File: config.mk
export PLATFORM = sky130hd
export DESIGN_NAME = osc_switch_ctrl
export DESIGN_NICKNAME = d
export VERILOG_FILES = /design/src/osc_switch_pkg.sv /design/src/osc_switch_ctrl.sv
export SDC_FILE = /design/constraint.sdc
export NUM_CORES = 1
export LEC_CHECK = 0
export BUFFER_PORTS_ARGS = -buffer_cell sky130_fd_sc_hd__buf_2
export CORE_UTILIZATION = 49
export CTS_CLUSTER_SIZE = 14
export DETAILED_ROUTE_END_ITERATION = 10
export GPL_TIMING_DRIVEN = 0
export PLACE_DENSITY = 0.75
export SETUP_SLACK_MARGIN = 0.3
export SYNTH_ARGS = -nofsm -noshare
export SYNTH_HDL_FRONTEND = slang
export SYNTH_SLANG_ARGS = --single-unit
File: constraint.sdc
create_clock -name clk -period 1.7 [get_ports clk]
set_input_delay 0.34 -clock clk [delete_from_list [all_inputs] [get_ports clk]]
set_output_delay 0.34 -clock clk [all_outputs]
set_load 0.02 [all_outputs]
File: src/osc_switch_pkg.sv
// package for the oscillator switch control block
// assumes a single clk domain and a plain strobe register port
package osc_switch_pkg;

  // ==========================================================
  // register offsets (word index on the plain port)
  localparam logic [1:0] ADDR_OSC_CONTROL  = 2'h0;
  localparam logic [1:0] ADDR_CLOCK_DIV    = 2'h1;
  localparam logic [1:0] ADDR_FAST_RC_TUNE = 2'h2;

  // ==========================================================
  // oscillator_control field positions
  localparam int POS_CUR_SRC   = 12;
  localparam int POS_NEXT_SRC  = 8;
  localparam int POS_SEL_LOCK  = 7;
  localparam int POS_PIN_LOCK  = 6;
  localparam int POS_PLL_OK    = 5;
  localparam int POS_CLK_FAIL  = 3;
  localparam int POS_PRI_KEEP  = 2;
  localparam int POS_SEC_EN    = 1;
  localparam int POS_SWITCH    = 0;
  // clock_divider field positions
  localparam int POS_RECOVER   = 15;
  localparam int POS_RATIO     = 12;
  localparam int POS_SLOW_EN   = 11;
  localparam int POS_POSTSCALE = 8;

  // ==========================================================
  // reset values
  localparam logic [2:0] RST_RATIO     = 3'h3;
  localparam logic [2:0] RST_POSTSCALE = 3'h1;
  localparam logic [5:0] RST_TRIM      = 6'h00;

  // ==========================================================
  // unlock keys
  localparam logic [7:0] KEY_HI_1 = 8'h78;
  localparam logic [7:0] KEY_HI_2 = 8'h9a;
  localparam logic [7:0] KEY_LO_1 = 8'h46;
  localparam logic [7:0] KEY_LO_2 = 8'h57;

  // ==========================================================
  // source encodings
  localparam logic [2:0] SRC_FAST_RC  = 3'h0;
  localparam logic [2:0] SRC_FRC_MULT = 3'h1;
  localparam logic [2:0] SRC_PRIMARY  = 3'h2;
  localparam logic [2:0] SRC_PRI_MULT = 3'h3;
  localparam logic [2:0] SRC_SECOND   = 3'h4;
  localparam logic [2:0] SRC_LOW_RC   = 3'h5;
  localparam logic [2:0] SRC_RESERVED = 3'h6;
  localparam logic [2:0] SRC_FRC_DIV  = 3'h7;

  // ==========================================================
  // timing: settle cycles of new clock
  localparam int SETTLE_CYCLES = 10;

  // register request bundle
  typedef struct packed {
    logic [1:0]  addr;
    logic [15:0] wdata;
    logic        wr;
    logic        rd;
  } reg_req_type;

  // oscillator enables
  typedef struct packed {
    logic primary;
    logic secondary;
    logic fast_rc;
    logic low_rc;
    logic multiplier;
  } osc_en_type;

endpackage

File: src/osc_switch_ctrl.sv
// oscillator switch control: registers, unlock keys, switch sequence
// assumes ready pulses from oscillators arrive as async pins
//
// What this block does
// - read-only current source field with eight documented encodings
// - writable next source field, reset from boot source configuration
// - set-only selection lock blocks switches while monitor is on
// - pin map lock changes only after unlock; one-shot blocks clearing
// - pll settled flag set on lock, cleared on switch or non-pll mode
// - clock fail flag set by monitor, software may only clear
// - primary sleep keep holds primary running during sleep
// - secondary oscillator enable bit runs the 32 kHz oscillator
// - switch request bit starts switch and stays high until done
// - slowdown enable applies ratio, cleared on interrupt when recovering
// - switching disabled: boot source shown, request held at zero
// - keys 78h then 9ah unlock one next source write
// - keys 46h then 57h unlock one switch request set
// - equal current and next sources abort switch, clear request
// - valid switch start clears pll settled and clock fail flags
// - power target, wait crystal timer or pll lock
// - count ten new clock cycles before handover
// - on completion clear request and copy next into current
// - stop old source except low rc with watchdog or monitor on, or enabled secondary
// - switching needs cfg upper bit zero; monitor needs both zero
//
// Strobed register access and the register addresses were chosen for this implementation.
`timescale 1ns/1ns

module osc_switch_ctrl #(
  parameter int SETTLE = osc_switch_pkg::SETTLE_CYCLES
) (
  input  wire logic                       clk,
  input  wire logic                       rstn,
  input  wire osc_switch_pkg::reg_req_type req,
  output logic [15:0]                     rdata,
  input  wire logic [2:0]                 boot_source_cfg,
  input  wire logic [1:0]                 switch_monitor_cfg,
  input  wire logic                       pin_map_one_shot,
  input  wire logic                       watchdog_enable,
  input  wire logic                       crystal_startup_done,
  input  wire logic                       pll_locked,
  input  wire logic                       new_clock_tick,
  input  wire logic                       fail_detect,
  input  wire logic                       sleep_mode,
  input  wire logic                       interrupt_event,
  output osc_switch_pkg::osc_en_type      osc_enable,
  output logic [2:0]                      system_source,
  output logic                            slowdown_active,
  output logic [2:0]                      slowdown_ratio,
  output logic [2:0]                      fast_rc_postscale,
  output logic [5:0]                      fast_rc_trim,
  output logic                            pin_map_lock
);

  initial begin
    if (SETTLE < 1 || SETTLE > 255) begin
      $error("settle count out of range");
    end
  end

  // ==========================================================
  // pin synchronisers
  logic [1:0] sync_xtal;
  logic [1:0] sync_pll;
  logic [1:0] sync_tick;
  logic [1:0] sync_fail;
  logic       tick_last;
  always_ff @(posedge clk or negedge rstn) begin
    if (!rstn) begin
      sync_xtal <= 2'h0;
      sync_pll  <= 2'h0;
      sync_tick <= 2'h0;
      sync_fail <= 2'h0;
      tick_last <= 1'b0;
    end else begin
      sync_xtal <= {sync_xtal[0], crystal_startup_done};
      sync_pll  <= {sync_pll[0], pll_locked};
      sync_tick <= {sync_tick[0], new_clock_tick};
      sync_fail <= {sync_fail[0], fail_detect};
      tick_last <= sync_tick[1];
    end
  end
  logic tick_edge;
  assign tick_edge = sync_tick[1] & ~tick_last;

  // ==========================================================
  // configuration decode
  logic switch_allowed;
  logic monitor_on;
  assign switch_allowed = ~switch_monitor_cfg[1];
  assign monitor_on     = (switch_monitor_cfg == 2'h0);

  // ==========================================================
  // unlock state machine
  typedef enum logic [4:0] {
    UL_IDLE  = 5'b00001,
    UL_HI_1  = 5'b00010,
    UL_HI_OK = 5'b00100,
    UL_LO_1  = 5'b01000,
    UL_LO_OK = 5'b10000
  } unlock_type;
  unlock_type unlock;

  logic wr_ctl;
  logic [7:0] wr_hi;
  logic [7:0] wr_lo;
  assign wr_ctl = req.wr & (req.addr == osc_switch_pkg::ADDR_OSC_CONTROL);
  assign wr_hi  = req.wdata[15:8];
  assign wr_lo  = req.wdata[7:0];

  logic hi_open;
  logic lo_open;
  assign hi_open = wr_ctl & (unlock == UL_HI_OK);
  assign lo_open = wr_ctl & (unlock == UL_LO_OK);

  // keys must arrive on consecutive accesses
  always_ff @(posedge clk or negedge rstn) begin
    if (!rstn) begin
      unlock <= UL_IDLE;
    end else if (req.wr | req.rd) begin
      unlock <= UL_IDLE;
      if (wr_ctl) begin
        unique case (unlock)
          UL_IDLE: begin
            if (wr_hi == osc_switch_pkg::KEY_HI_1) begin
              unlock <= UL_HI_1;
            end else if (wr_lo == osc_switch_pkg::KEY_LO_1) begin
              unlock <= UL_LO_1;
            end
          end
          UL_HI_1: begin
            if (wr_hi == osc_switch_pkg::KEY_HI_2) begin
              unlock <= UL_HI_OK;
            end
          end
          UL_LO_1: begin
            if (wr_lo == osc_switch_pkg::KEY_LO_2) begin
              unlock <= UL_LO_OK;
            end
          end
          UL_HI_OK, UL_LO_OK: begin
            unlock <= UL_IDLE;
          end
        endcase
      end
    end
  end

  // ==========================================================
  // switch sequencer
  typedef enum logic [4:0] {
    SW_IDLE   = 5'b00001,
    SW_CHECK  = 5'b00010,
    SW_START  = 5'b00100,
    SW_SETTLE = 5'b01000,
    SW_DONE   = 5'b10000
  } switch_type;
  switch_type sw_state;

  logic [2:0] current_source_sel;
  logic [2:0] next_source_sel;
  logic       switch_request;
  logic       selection_lock;
  logic       pll_settled;
  logic       clock_fail_flag;
  logic       primary_sleep_keep;
  logic       secondary_osc_enable;
  logic [7:0] settle_count;
  logic [2:0] old_source;
  logic       boot_seen;

  function automatic logic uses_mult(input logic [2:0] s);
    uses_mult = (s == osc_switch_pkg::SRC_FRC_MULT) |
                (s == osc_switch_pkg::SRC_PRI_MULT);
  endfunction

  function automatic logic uses_crystal(input logic [2:0] s);
    uses_crystal = (s == osc_switch_pkg::SRC_PRIMARY) |
                   (s == osc_switch_pkg::SRC_PRI_MULT) |
                   (s == osc_switch_pkg::SRC_SECOND);
  endfunction

  logic locked_sel;
  assign locked_sel = selection_lock & monitor_on;

  logic target_ready;
  assign target_ready = (~uses_crystal(next_source_sel) | sync_xtal[1]) &
                        (~uses_mult(next_source_sel) | pll_settled);

  // request set via unlocked low byte write
  logic request_set;
  assign request_set = lo_open & wr_lo[osc_switch_pkg::POS_SWITCH] &
                       switch_allowed & ~locked_sel;

  always_ff @(posedge clk or negedge rstn) begin
    if (!rstn) begin
      sw_state       <= SW_IDLE;
      switch_request <= 1'b0;
      settle_count   <= 8'h00;
      old_source     <= 3'h0;
    end else if (!switch_allowed) begin
      sw_state       <= SW_IDLE;
      switch_request <= 1'b0;
    end else begin
      unique case (sw_state)
        SW_IDLE: begin
          if (request_set) begin
            switch_request <= 1'b1;
            sw_state       <= SW_CHECK;
          end
        end
        SW_CHECK: begin
          if (current_source_sel == next_source_sel) begin
            switch_request <= 1'b0;
            sw_state       <= SW_IDLE;
          end else begin
            old_source <= current_source_sel;
            sw_state   <= SW_START;
          end
        end
        SW_START: begin
          settle_count <= 8'h00;
          if (target_ready) begin
            sw_state <= SW_SETTLE;
          end
        end
        SW_SETTLE: begin
          if (tick_edge) begin
            settle_count <= settle_count + 8'h01;
            if (settle_count == 8'(SETTLE - 1)) begin
              sw_state <= SW_DONE;
            end
          end
        end
        SW_DONE: begin
          switch_request <= 1'b0;
          sw_state       <= SW_IDLE;
        end
      endcase
    end
  end

  // current source: boot value, then copy on completion
  always_ff @(posedge clk or negedge rstn) begin
    if (!rstn) begin
      current_source_sel <= osc_switch_pkg::SRC_FAST_RC;
      boot_seen          <= 1'b0;
    end else if (!boot_seen || !switch_allowed) begin
      current_source_sel <= boot_source_cfg;
      boot_seen          <= 1'b1;
    end else if (sw_state == SW_DONE) begin
      current_source_sel <= next_source_sel;
    end
  end

  // next source: boot value, then keyed writes
  logic next_seen;
  always_ff @(posedge clk or negedge rstn) begin
    if (!rstn) begin
      next_source_sel <= osc_switch_pkg::SRC_FAST_RC;
      next_seen       <= 1'b0;
    end else if (!next_seen) begin
      next_source_sel <= boot_source_cfg;
      next_seen       <= 1'b1;
    end else if (hi_open && !locked_sel && sw_state == SW_IDLE &&
                 wr_hi[2:0] != osc_switch_pkg::SRC_RESERVED) begin
      next_source_sel <= wr_hi[2:0];
    end
  end

  // low byte control bits
  always_ff @(posedge clk or negedge rstn) begin
    if (!rstn) begin
      selection_lock       <= 1'b0;
      pin_map_lock         <= 1'b0;
      primary_sleep_keep   <= 1'b0;
      secondary_osc_enable <= 1'b0;
    end else if (lo_open) begin
      if (wr_lo[osc_switch_pkg::POS_SEL_LOCK]) begin
        selection_lock <= 1'b1;
      end
      if (!(pin_map_one_shot && pin_map_lock)) begin
        pin_map_lock <= wr_lo[osc_switch_pkg::POS_PIN_LOCK];
      end
      primary_sleep_keep   <= wr_lo[osc_switch_pkg::POS_PRI_KEEP];
      secondary_osc_enable <= wr_lo[osc_switch_pkg::POS_SEC_EN];
    end
  end

  // pll settled and clock fail flags
  logic clear_fail;
  assign clear_fail = lo_open & ~wr_lo[osc_switch_pkg::POS_CLK_FAIL];
  always_ff @(posedge clk or negedge rstn) begin
    if (!rstn) begin
      pll_settled     <= 1'b0;
      clock_fail_flag <= 1'b0;
    end else begin
      if ((sw_state == SW_CHECK &&
           current_source_sel != next_source_sel) ||
          (!uses_mult(current_source_sel) &&
           !uses_mult(next_source_sel))) begin
        pll_settled <= 1'b0;
      end else begin
        pll_settled <= sync_pll[1];
      end
      if (monitor_on && sync_fail[1]) begin
        clock_fail_flag <= 1'b1;
      end else if ((sw_state == SW_CHECK &&
                    current_source_sel != next_source_sel) ||
                   clear_fail) begin
        clock_fail_flag <= 1'b0;
      end
    end
  end

  // ==========================================================
  // divider and trim registers
  logic recover_on_interrupt;
  logic core_slowdown_enable;
  always_ff @(posedge clk or negedge rstn) begin
    if (!rstn) begin
      recover_on_interrupt <= 1'b0;
      slowdown_ratio       <= osc_switch_pkg::RST_RATIO;
      core_slowdown_enable <= 1'b0;
      fast_rc_postscale    <= osc_switch_pkg::RST_POSTSCALE;
    end else begin
      if (req.wr && req.addr == osc_switch_pkg::ADDR_CLOCK_DIV) begin
        recover_on_interrupt <= req.wdata[osc_switch_pkg::POS_RECOVER];
        slowdown_ratio       <= req.wdata[14:12];
        core_slowdown_enable <= req.wdata[osc_switch_pkg::POS_SLOW_EN];
        fast_rc_postscale    <= req.wdata[10:8];
      end
      if (interrupt_event && recover_on_interrupt) begin
        core_slowdown_enable <= 1'b0;
      end
    end
  end

  always_ff @(posedge clk or negedge rstn) begin
    if (!rstn) begin
      fast_rc_trim <= osc_switch_pkg::RST_TRIM;
    end else if (req.wr &&
                 req.addr == osc_switch_pkg::ADDR_FAST_RC_TUNE) begin
      fast_rc_trim <= req.wdata[5:0];
    end
  end

  // ==========================================================
  // oscillator enables and system source
  function automatic logic src_is(input logic [2:0] s, input int kind);
    unique case (kind)
      0: src_is = uses_crystal(s) & (s != osc_switch_pkg::SRC_SECOND);
      1: src_is = (s == osc_switch_pkg::SRC_SECOND);
      2: src_is = (s == osc_switch_pkg::SRC_FAST_RC) |
                  (s == osc_switch_pkg::SRC_FRC_MULT) |
                  (s == osc_switch_pkg::SRC_FRC_DIV);
      default: src_is = (s == osc_switch_pkg::SRC_LOW_RC);
    endcase
  endfunction

  logic busy;
  assign busy = (sw_state == SW_START) | (sw_state == SW_SETTLE);

  always_ff @(posedge clk or negedge rstn) begin
    if (!rstn) begin
      osc_enable      <= '0;
      system_source   <= osc_switch_pkg::SRC_FAST_RC;
      slowdown_active <= 1'b0;
    end else begin
      // old source drops once current_source_sel changes
      osc_enable.primary <= (src_is(current_source_sel, 0) |
                             (busy & src_is(next_source_sel, 0))) &
                            (~sleep_mode | primary_sleep_keep);
      osc_enable.secondary <= secondary_osc_enable |
                              src_is(current_source_sel, 1) |
                              (busy & src_is(next_source_sel, 1));
      osc_enable.fast_rc <= src_is(current_source_sel, 2) |
                            (busy & src_is(next_source_sel, 2));
      osc_enable.low_rc <= src_is(current_source_sel, 3) |
                           (busy & src_is(next_source_sel, 3)) |
                           watchdog_enable | monitor_on;
      osc_enable.multiplier <= uses_mult(current_source_sel) |
                               (busy & uses_mult(next_source_sel));
      system_source   <= current_source_sel;
      slowdown_active <= core_slowdown_enable;
    end
  end

  // ==========================================================
  // read data, one cycle after the strobe
  always_ff @(posedge clk or negedge rstn) begin
    if (!rstn) begin
      rdata <= 16'h0000;
    end else if (req.rd) begin
      unique case (req.addr)
        osc_switch_pkg::ADDR_OSC_CONTROL:
          rdata <= {1'b0, current_source_sel, 1'b0, next_source_sel,
                    selection_lock, pin_map_lock, pll_settled, 1'b0,
                    clock_fail_flag, primary_sleep_keep,
                    secondary_osc_enable, switch_request};
        osc_switch_pkg::ADDR_CLOCK_DIV:
          rdata <= {recover_on_interrupt, slowdown_ratio,
                    core_slowdown_enable, fast_rc_postscale, 8'h00};
        osc_switch_pkg::ADDR_FAST_RC_TUNE:
          rdata <= {10'h000, fast_rc_trim};
        default:
          rdata <= 16'h0000;
      endcase
    end else begin
      rdata <= 16'h0000;
    end
  end

endmodule

[Word level (Yosys, flattened, before mapping)]
Cells that the tools add are included.
Word-level totals
  bits in registers: 81
  input bits: 35
  logic and storage cells: 185
  memory bits (writable): 0
  memory bits (read-only): 0
  memories: 0
  output and inout port bits: 38
  bits in latches: 0
Operators by class
  shifts and indexed selects: 0
  divide/modulo/power cells: 0
  muxes and demuxes: 30
  reduce and logical (&&, ||, !) cells: 32
  $mul: 0
  order comparisons: 0
  eq/ne operators: 41
  bitwise gates (word level): 49
  $add $sub $neg: 1
Operators with widths (number)
  $pmux W16 S3: 1
  $mux W5: 8
  $pmux W5 S5: 1
  $eq A8 B7 Y1 const B: 3
  $ne A3 B3 Y1 const B: 8
  $or A1 B1 Y1: 23
  $pmux W5 S4: 1
  $and A1 B1 Y1: 18
  $eq A3 B3 Y1 const B: 6
  $mux W3: 6
  $mux W16: 1
  $pmux W8 S2: 1
  $eq A3 B2 Y1 const B: 4
  $eq A5 B1 Y1 const B: 2
  $eq A5 B2 Y1 const B: 2
  $eq A5 B3 Y1 const B: 2
  $eq A5 B4 Y1 const B: 2
  $eq A5 B5 Y1 const B: 2
  $logic_and A1 B1 Y1: 10
  $add A8 B1 Y8 const B: 1
  $eq A8 B4 Y1 const B: 1
  $eq A8 B8 Y1 const B: 1
  $mux W1: 8
  $mux W8: 1
  20 further kinds: 40

[Depth between registers and ports, before layout]
Gate-level depths: netlist of the first run.
  word-level depth: 9
  depth in mapped cells: 5
  depth with buffers taken out: 5

[Worst setup path after synthesis of the first run]
OpenSTA, ideal clock, no wires.
  kind: reg-to-reg
  start point: register unlock[1]
  end point: register sw_state[0]
  cell stages (with the launch flop): 5
  period minus slack after synthesis: 1.699 ns
  library setup time: 0.088 ns
  setup slack: 0.001 ns
  arrival time: 1.611 ns
  required time: 1.612 ns
  path buffers: 0
  path through: dfrtp_1 > or4b_1 > nor2_2 > a31o_2 > or3b_1
Between the ends
  longest elaborated chain between the ends: 7
Ends and longest elaborated chain
  start: declaration: line osc_switch_ctrl.sv:102  | unlock_type unlock;
  start signal: assignment: line osc_switch_ctrl.sv:119  | unlock <= UL_IDLE;
  start signal: assignment: line osc_switch_ctrl.sv:121  | unlock <= UL_IDLE;
  start signal: assignment: line osc_switch_ctrl.sv:126  | unlock <= UL_HI_1;
  $eq A5 B5 Y1: line osc_switch_ctrl.sv:114  | assign lo_open = wr_ctl & (unlock == UL_LO_OK);
  $and A1 B1 Y1: line osc_switch_ctrl.sv:114
  $and A1 B1 Y1 (2 in a row): line osc_switch_ctrl.sv:192  | assign request_set = lo_open & wr_lo[osc_switch_pkg::POS_SWITCH] &
  $and A1 B1 Y1: line osc_switch_ctrl.sv:193  | switch_allowed & ~locked_sel;
  $ne A3 B3 Y1 (no source line)
  $reduce_and A4 Y1 (no source line)
  end signal: assignment: line osc_switch_ctrl.sv:197  | sw_state <= SW_IDLE;
  end signal: assignment: line osc_switch_ctrl.sv:202  | sw_state <= SW_IDLE;
  end signal: assignment: line osc_switch_ctrl.sv:209  | sw_state <= SW_CHECK;
  end: declaration: line osc_switch_ctrl.sv:158  | switch_type sw_state;
No other way between the ends.
A chain may end at the register's enable or synchronous reset.

[Worst setup path after layout of the first run]
  start point: register unlock[3]
  end point: register clock_fail_flag
Between the ends
  longest elaborated chain between the ends: 5
Ends and longest elaborated chain
  $eq A5 B5 Y1: line osc_switch_ctrl.sv:114
  $and A1 B1 Y1: line osc_switch_ctrl.sv:114
  $and A1 B1 Y1: line osc_switch_ctrl.sv:292  | assign clear_fail = lo_open & ~wr_lo[osc_switch_pkg::POS_CLK_FAIL];
  $logic_or A1 B1 Y1: line osc_switch_ctrl.sv:309  | current_source_sel != next_source_sel) ||
  $reduce_bool A2 Y1 (no source line)
  end signal: assignment: line osc_switch_ctrl.sv:296  | clock_fail_flag <= 1'b0;
  end signal: assignment: line osc_switch_ctrl.sv:307  | clock_fail_flag <= 1'b1;
  end signal: assignment: line osc_switch_ctrl.sv:311  | clock_fail_flag <= 1'b0;
  end: declaration: line osc_switch_ctrl.sv:165  | logic clock_fail_flag;
No other way between the ends.

==> results.py, run 1 <==
metrics = {
    "run_status": {
        "status": "complete, but fails checks",
        "violated_checks": "negative setup slack",
    },
    "detailed_routing": {
        "detail-route-antenna-nets": 0,
        "route.detailed.vias_per_inst": 5.52,
        "route.detailed.wl_per_inst_um": 17.2,
        "number_of_drc_violations_after_detailed_routing_iteration_0": 238,
        "detail_route.drc_violations": 0,
        "first_pass_iters": 4,
        "routed-via-count": 2941,
        "wirelength_mm": 9.16,
    },
    "synthesis": {
        "average_instance_area_after_synthesis_sq_um": 11.6,
        "synth_top_area_share_pct": 53.4,
        "synth-adder-area-share_pct": 0.703,
        "compound_gate_fraction_of_synth_area_pct": 8.30,
        "yosysSeqAreaShare_pct": 57.1,
        "muxShareOfSynthArea_pct": 10.1,
        "async_reset_ff_share_pct": 100,
        "post_synth_main_area_contributors": "dfrtp_1 53%, mux2i_1 5.3%, mux2_2 4.7%",
        "synth_top_flop_cell": "dfrtp_1",
        "netlist_instances": 306,
        "dominant_combinational_cell_family_by_area_after_synthesis": "simple AND/OR/NAND/NOR gates",
        "ys_types": 55,
        "synth_simple_gate_area_share_pct": 20.3,
        "synth-edff-count": 0,
        "postSynthRegisterBits": 81,
        "synthesis.yosys.warnings": 0,
        "synth_top_cell_by_area": "dfrtp_1",
        "synth-xor-area-share_pct": 1.72,
        "synth_area_sq_um": 3560,
    },
    "timing": {
        "final-max-slew-violation-count": 0,
        "finalCritPeriodShare_pct": 100,
        "timing_hold_violations_final": 0,
        "setup_total_negative_slack_ns": -0.00352,
        "finalSetupViolCount": 1,
        "timing.slew.headroom_pct": 60.5,
        "rsz_0062_raised_after_global_routing": "yes",
        "tightest_slew_ns": 0.593,
        "fmax_achieved_mhz": 587,
        "worst_clock_skew_ns": 0.0118,
        "period_needed_ns": 1.70,
        "postLayoutSetupSlackWorst_ns": -0.00352,
        "final.hold.worst_slack_ns": 0.0837,
    },
    "placed_design": {
        "gpl.final_weighted_congestion": 0.840,
        "dp.final_hpwl_mm": 5.67,
        "port-buffer-count": 72,
    },
    "worst_setup_path": {
        "worst-path-stages": 4,
        "critical_path.reg2reg.startpoint": "unlock[3]",
        "regToRegEndpoint": "clock_fail_flag",
        "cp_cell_sequence": "or4b_4, or3_4, o211ai_1, nand2_1",
        "critical_path.slowest_cell": "or4b_4",
        "start_kind": "flop",
        "r2r_setup_slack_ns": -0.004,
        "family_of_cells_with_the_greatest_summed_delay_on_the_critical_path": "simple AND/OR/NAND/NOR gates",
        "critical_path.endpoint_type": "flop",
        "cpPeakStageDelay_ns": 0.58,
        "critical_path_arrival_ns": 1.96,
        "worst-endpoint-required_ns": 1.96,
        "criticalPathCategory": "reg -> reg",
        "worst_setup_path_startpoint": "unlock[3]",
        "worst_path_max_fanout": 3,
        "worst_case_reg_to_reg_path_depth": 4,
        "path_buf_inv": 0,
    },
    "power_and_ir_drop": {
        "finalPower_mw": 4.60,
        "power_density_nw_per_um2": 927,
        "irDropWorstVdd_mv": 0.544,
        "total_leakage_power_nw": 2.33,
    },
    "floorplanning": {
        "die_area_sq_um": 7610,
        "floorplan.die.height_um": 87.2,
        "placeableCoreArea_sq_um": 6910,
        "top_level_ports": 73,
        "dieWidth_um": 87.2,
        "floorplan.rows": 30,
        "initial_utilization_pct": 51.5,
    },
    "job": {
        "cap_violations": 0,
    },
    "cells_and_area": {
        "final_common_cell": "buf_2",
        "fillers": 496,
        "area_growth_pct": 39.6,
        "finish.net_count": 469,
        "antenna_cells_inserted": 0,
        "drive_above_1_share_pct": 46.0,
        "most-common-layout-cells": "68 x buf_2, 67 x dfrtp_1, 35 x buf_4",
    },
    "global_route": {
        "grt_pass1_wl_mm": 13.8,
        "antenna_found_initial": 0,
        "global_route.overflow_total": 0,
        "grt_max_degree": 59,
        "grt_util_all_layers_pct": 24.1,
        "first_global_vias": 2819,
    },
    "clock_network": {
        "cts_inserted_buffers": 9,
        "max-clock-path-buffers": 2,
        "h-tree-depth": 3,
        "clock_insertion_delay_worst_skew_ns": 0.36,
        "clock_sinks": 81,
        "clkTransAtPathRegs_ns": 0.09,
        "cts_root_buf": "clkbuf_8",
        "tritoncts": "built",
    },
    "hold_path": {
        "min_delay_worst_type": "in -> reg",
        "holdPathEnd": "sync_pll[0]",
        "holdPathStages": 1,
        "min-delay-start": "pll_locked",
    },
}
-- cells by family (layout without fill, tap and decap cells) --
logic type / after synthesis / in the layout
buffers and inverters: 15 / 145
XOR/XNOR: 7 / 7
adder cells (fa/ha/maj): 2 / 2
multiplexers: 34 / 34
other: 1 / 2
AND/OR/NAND/NOR: 122 / 122
AO/OA/AOI/OAI: 44 / 44
flip-flops: 81 / 81
-- synthesized netlist by cell type, drive strengths merged (3+ instances only) --
cell and n:
a21oi 7, and3 6, clkbuf 6, dfrtp 76, dfstp 5, inv 7
mux2 15, mux2i 19, nand2 18, nand2b 12, nand3 10, nand3b 6
nand4 3, nor2 25, nor2b 7, nor3 8, nor3b 3, nor4 4
nor4bb 6, o21ai 16, xor2 5
-- routing by layer --
layer | vias up | global-route usage [%] | part of all wire, %
met5 | - | 0 | 0
met4 | 0 | 9.54 | 1.7
met3 | 14 | 3.98 | 5.0
met2 | 86 | 38.7 | 50
met1 | 1486 | 32.9 | 43
li1 | 1355 | - | -
-- per-stage QoR --
step                area (sq um)  setup WS [ns]  util (%)  std cells
floorplan                   3630         0.0199         -        307
global placement            4110         -0.269      59.5        475
detailed placement          4140         -0.145      59.9        476
CTS                         4660        -0.0161      67.5        511
global route                4970        -0.0306      71.9        533
finish                      4970       -0.00352      71.9        533
-- power by group --
group,internal (mW),total (mW),switching [mW]
Combinational,0.420,0.930,0.510
Sequential,2.10,2.21,0.111
Clock,0.702,1.46,0.760
Total,3.22,4.60,1.38
-- state kept, by name, summed over array words and instances, names as in the netlist, 5 cells and up --
| name | count |
|---|---|
| osc_enable | 5 |
| sw_state | 5 |
| settle_count | 8 |
| rdata | 16 |
| fast_rc_trim | 6 |
| unlock | 5 |
-- final cells by class --
class                      count  area [sq um]  area share (%)
buffer                         8          73.8            1.49
multi-input combinational    211          1750            35.3
sequential                    81          2040            41.2
timing repair buffer         114           746            15.0
inverter                       7          26.3           0.529
tap                           96           120            2.42
clock buffer                  10           128            2.57
clock inverter                 6          75.1            1.51
-- timing repair --
item	4_1_cts	5_1_grt
pin swaps	19	12
hold endpoints to repair	23	0
resized for setup	45	33
hold buffers	1	0
setup buffers	18	22
endpoints found under the setup margin	31	36
-- worst max-delay path by stage --
stage               slack [ns]                  to
detailed placement       -0.14  primary_sleep_keep
floorplan                 0.02         sw_state[0]
global placement         -0.27            rdata[7]
finish                  -0.004     clock_fail_flag
CTS                      -0.02     clock_fail_flag
global route             -0.03     clock_fail_flag
No activity file was read; power rests on OpenSTA's default activity.
==> run 2, diff against run 1 <==
- ABC_AREA: default -> 1
==> run 2 against run 1 <==
Net effect: the flow now finishes without violations; final area shrank 3.9%; largest power group unchanged; hold slack gained 0.013 ns; clock power grew 18%; critical endpoint is now sw_state[1]; critical path type unchanged; sequential share of layout area grew 1.5 points; die area grew 3.6%; maximum frequency grew 20%; critical path depth grew 6; combinational power shrank 4.0%.
==> results.py, run 2 <==
metrics = {
    "clock_network": {
        "h-tree-depth": 3,
        "clock_sinks": 81,
        "max-clock-path-buffers": 2,
        "clock_insertion_delay_worst_skew_ns": 0.35,
        "cts_inserted_buffers": 9,
        "cts_root_buf": "clkbuf_8",
        "clkTransAtPathRegs_ns": 0.09,
        "tritoncts": "built",
    },
    "power_and_ir_drop": {
        "total_leakage_power_nw": 2.46,
        "irDropWorstVdd_mv": 0.617,
        "power_density_nw_per_um2": 1030,
        "finalPower_mw": 4.90,
    },
    "detailed_routing": {
        "detail-route-antenna-nets": 0,
        "number_of_drc_violations_after_detailed_routing_iteration_0": 182,
        "routed-via-count": 3210,
        "wirelength_mm": 8.34,
        "route.detailed.vias_per_inst": 5.17,
        "detail_route.drc_violations": 0,
        "first_pass_iters": 5,
        "route.detailed.wl_per_inst_um": 13.4,
    },
    "synthesis": {
        "muxShareOfSynthArea_pct": 2.54,
        "compound_gate_fraction_of_synth_area_pct": 8.68,
        "postSynthRegisterBits": 81,
        "synth_top_area_share_pct": 51.5,
        "synth-edff-count": 0,
        "synth_simple_gate_area_share_pct": 24.4,
        "post_synth_main_area_contributors": "dfrtp_1 52%, nand2_1 8.1%, inv_1 5.1%",
        "average_instance_area_after_synthesis_sq_um": 9.02,
        "synth-adder-area-share_pct": 0.678,
        "async_reset_ff_share_pct": 100,
        "dominant_combinational_cell_family_by_area_after_synthesis": "simple AND/OR/NAND/NOR gates",
        "synth_area_sq_um": 3690,
        "synth_top_flop_cell": "dfrtp_1",
        "netlist_instances": 409,
        "synth.most_common_cell": "nand2_1",
        "ys_types": 36,
        "synthesis.yosys.warnings": 0,
        "synth_top_cell_by_area": "dfrtp_1",
        "yosysSeqAreaShare_pct": 55.1,
        "synth-xor-area-share_pct": 1.90,
        "synth.top_cells.by_count": "80 x nand2_1, 76 x dfrtp_1, 50 x inv_1",
    },
    "timing": {
        "worst_clock_skew_ns": 0.0111,
        "final-max-slew-violation-count": 0,
        "rsz_0062_raised_after_global_routing": "yes",
        "timing_hold_violations_final": 0,
        "finalCritPeriodShare_pct": 83.5,
        "fmax_achieved_mhz": 705,
        "postLayoutSetupSlackWorst_ns": 0.281,
        "period_needed_ns": 1.42,
        "final.hold.worst_slack_ns": 0.0966,
        "finalSetupViolCount": 0,
    },
    "placed_design": {
        "placement.setup.worst_slack_ns": 0.230,
        "dp.final_hpwl_mm": 5.83,
        "gpl.final_weighted_congestion": 0.867,
        "port-buffer-count": 72,
        "postPlaceCellArea_sq_um": 4210,
    },
    "cells_and_area": {
        "fillers": 569,
        "final_common_cell": "dfrtp_1",
        "largest_reg_flops": 16,
        "postLayoutCoreUtil_pct": 65.8,
        "layout.cell_area.non_filler_sq_um": 4770,
        "top_register": "rdata",
        "top_regs": "rdata (16), settle_count (8), fast_rc_trim (6)",
        "most-common-layout-cells": "75 x dfrtp_1, 74 x nand2_1, 69 x buf_2",
        "finish.net_count": 554,
        "drive_above_1_share_pct": 33.5,
        "area_growth_pct": 29.4,
        "antenna_cells_inserted": 0,
    },
    "floorplanning": {
        "placeableCoreArea_sq_um": 7250,
        "initial_utilization_pct": 50.9,
        "dieWidth_um": 88.8,
        "die_area_sq_um": 7880,
        "floorplan.die.height_um": 88.8,
        "top_level_ports": 73,
        "floorplan.rows": 31,
    },
    "global_route": {
        "first_global_vias": 2849,
        "grt_max_degree": 61,
        "grt_util_all_layers_pct": 21.8,
        "antenna_found_initial": 0,
        "global_route.overflow_total": 0,
        "grt_pass1_wl_mm": 12.9,
    },
    "worst_setup_path": {
        "critical_path.endpoint_type": "flop",
        "worst_case_reg_to_reg_path_depth": 10,
        "criticalPathCategory": "reg -> reg",
        "worst-endpoint-required_ns": 1.98,
        "worst_path_max_fanout": 5,
        "regToRegEndpoint": "sw_state[1]",
        "start_kind": "flop",
        "critical_path_arrival_ns": 1.70,
        "r2r_setup_slack_ns": 0.28,
        "critical_path.reg2reg.startpoint": "unlock[1]",
    },
    "hold_path": {
        "holdPathStages": 1,
        "holdPathEnd": "sync_xtal[0]",
        "min-delay-start": "crystal_startup_done",
        "min_delay_worst_type": "in -> reg",
    },
    "run_status": {
        "status": "completed",
    },
    "job": {
        "cap_violations": 0,
    },
}
==> run 2: cell types whose count changed after synthesis, moves of 6 or more <==
cell / delta
nand2_2: +6
nand4_1: +8
nor2_1: +22
o21ai_0: +21
and3_1: -6
mux2_2: -12
nand2b_1: -12
inv_1: +43
inv_2: +6
nand3_1: +20
nand2_1: +62
mux2i_1: -19
nor4bb_1: -6
nor2b_1: -7
==> run 2: final cells by class <==
class | instances | area, sq um | share of cell area (%)
inverter | 56 | 210 | 4.40
timing repair buffer | 96 | 581 | 12.2
clock buffer | 10 | 138 | 2.88
tap | 99 | 124 | 2.59
clock inverter | 6 | 115 | 2.41
multi-input combinational | 268 | 1540 | 32.2
buffer | 5 | 35.0 | 0.734
sequential | 81 | 2030 | 42.6
==> run 2: critical path, cell delays in order (launching register included) <==
cell	delay (ns)
dfrtp_1	0.42
nor2_4	0.11
buf_4	0.12
nand3_4	0.09
nor2_8	0.17
nand2_4	0.06
nand2_4	0.09
nand2_4	0.06
inv_2	0.04
nand2_1	0.05
nor2_1	0.11
==> run 2: kinds of logic (layout without fill, tap and decap cells) <==
logic type                 Yosys count  count (layout)
and+or+nand+nor                    191             191
DFF                                 81              81
buffers and inverters               61             173
AOI/OAI and AO/OA                   58              58
xor gates and xnor gates             8               8
muxes                                7               7
adders and majority gates            2               2
other                                1               2
==> run 2: power breakdown <==
group	internal, mW	total [mW]	switching, mW
combinational	0.345	0.893	0.549
sequential	2.14	2.29	0.147
clock	1.02	1.72	0.702
total	3.51	4.90	1.40
==> run 2: through the flow <==
step	TNS, ns	std cells
finish	0	621
global route	0	621
CTS	0	604
detailed placement	0	582
global placement	-18.62	581
floorplan	0	410
==> run 2: worst max path at each step <==
stage / startpoint / to / slack, ns / cells past startpoint
CTS: sw_state[1] / settle_count[6] / 0.30 / 8
detailed placement: switch_monitor_cfg[1] / next_source_sel[2] / 0.23 / 9
global route: unlock[4] / next_source_sel[1] / 0.15 / 7
finish: unlock[1] / sw_state[1] / 0.28 / 10
floorplan: sw_state[1] / settle_count[6] / 0.45 / 8
global placement: rstn / settle_count[5] / -0.25 / 1
==> run 2: metal layers <==
metal  part of all wire, %  track usage [%]  wire, um  vias to the layer above
li1                      -                -         -                     1538
met1                    45             29.6      3720                     1540
met2                    48             34.1      3980                      117
met3                   5.5             4.20       458                       15
met4                   2.1             9.53       176                        0
met5                     0                0         0                        -
==> run 2: repair_timing <==
action	in CTS	in global routing
hold buffers	1	0
cloned	0	1
endpoints found under the setup margin	13	22
buffers inserted	5	16
resized for setup	9	32
endpoints found under the hold margin	20	0
pin swaps	0	18
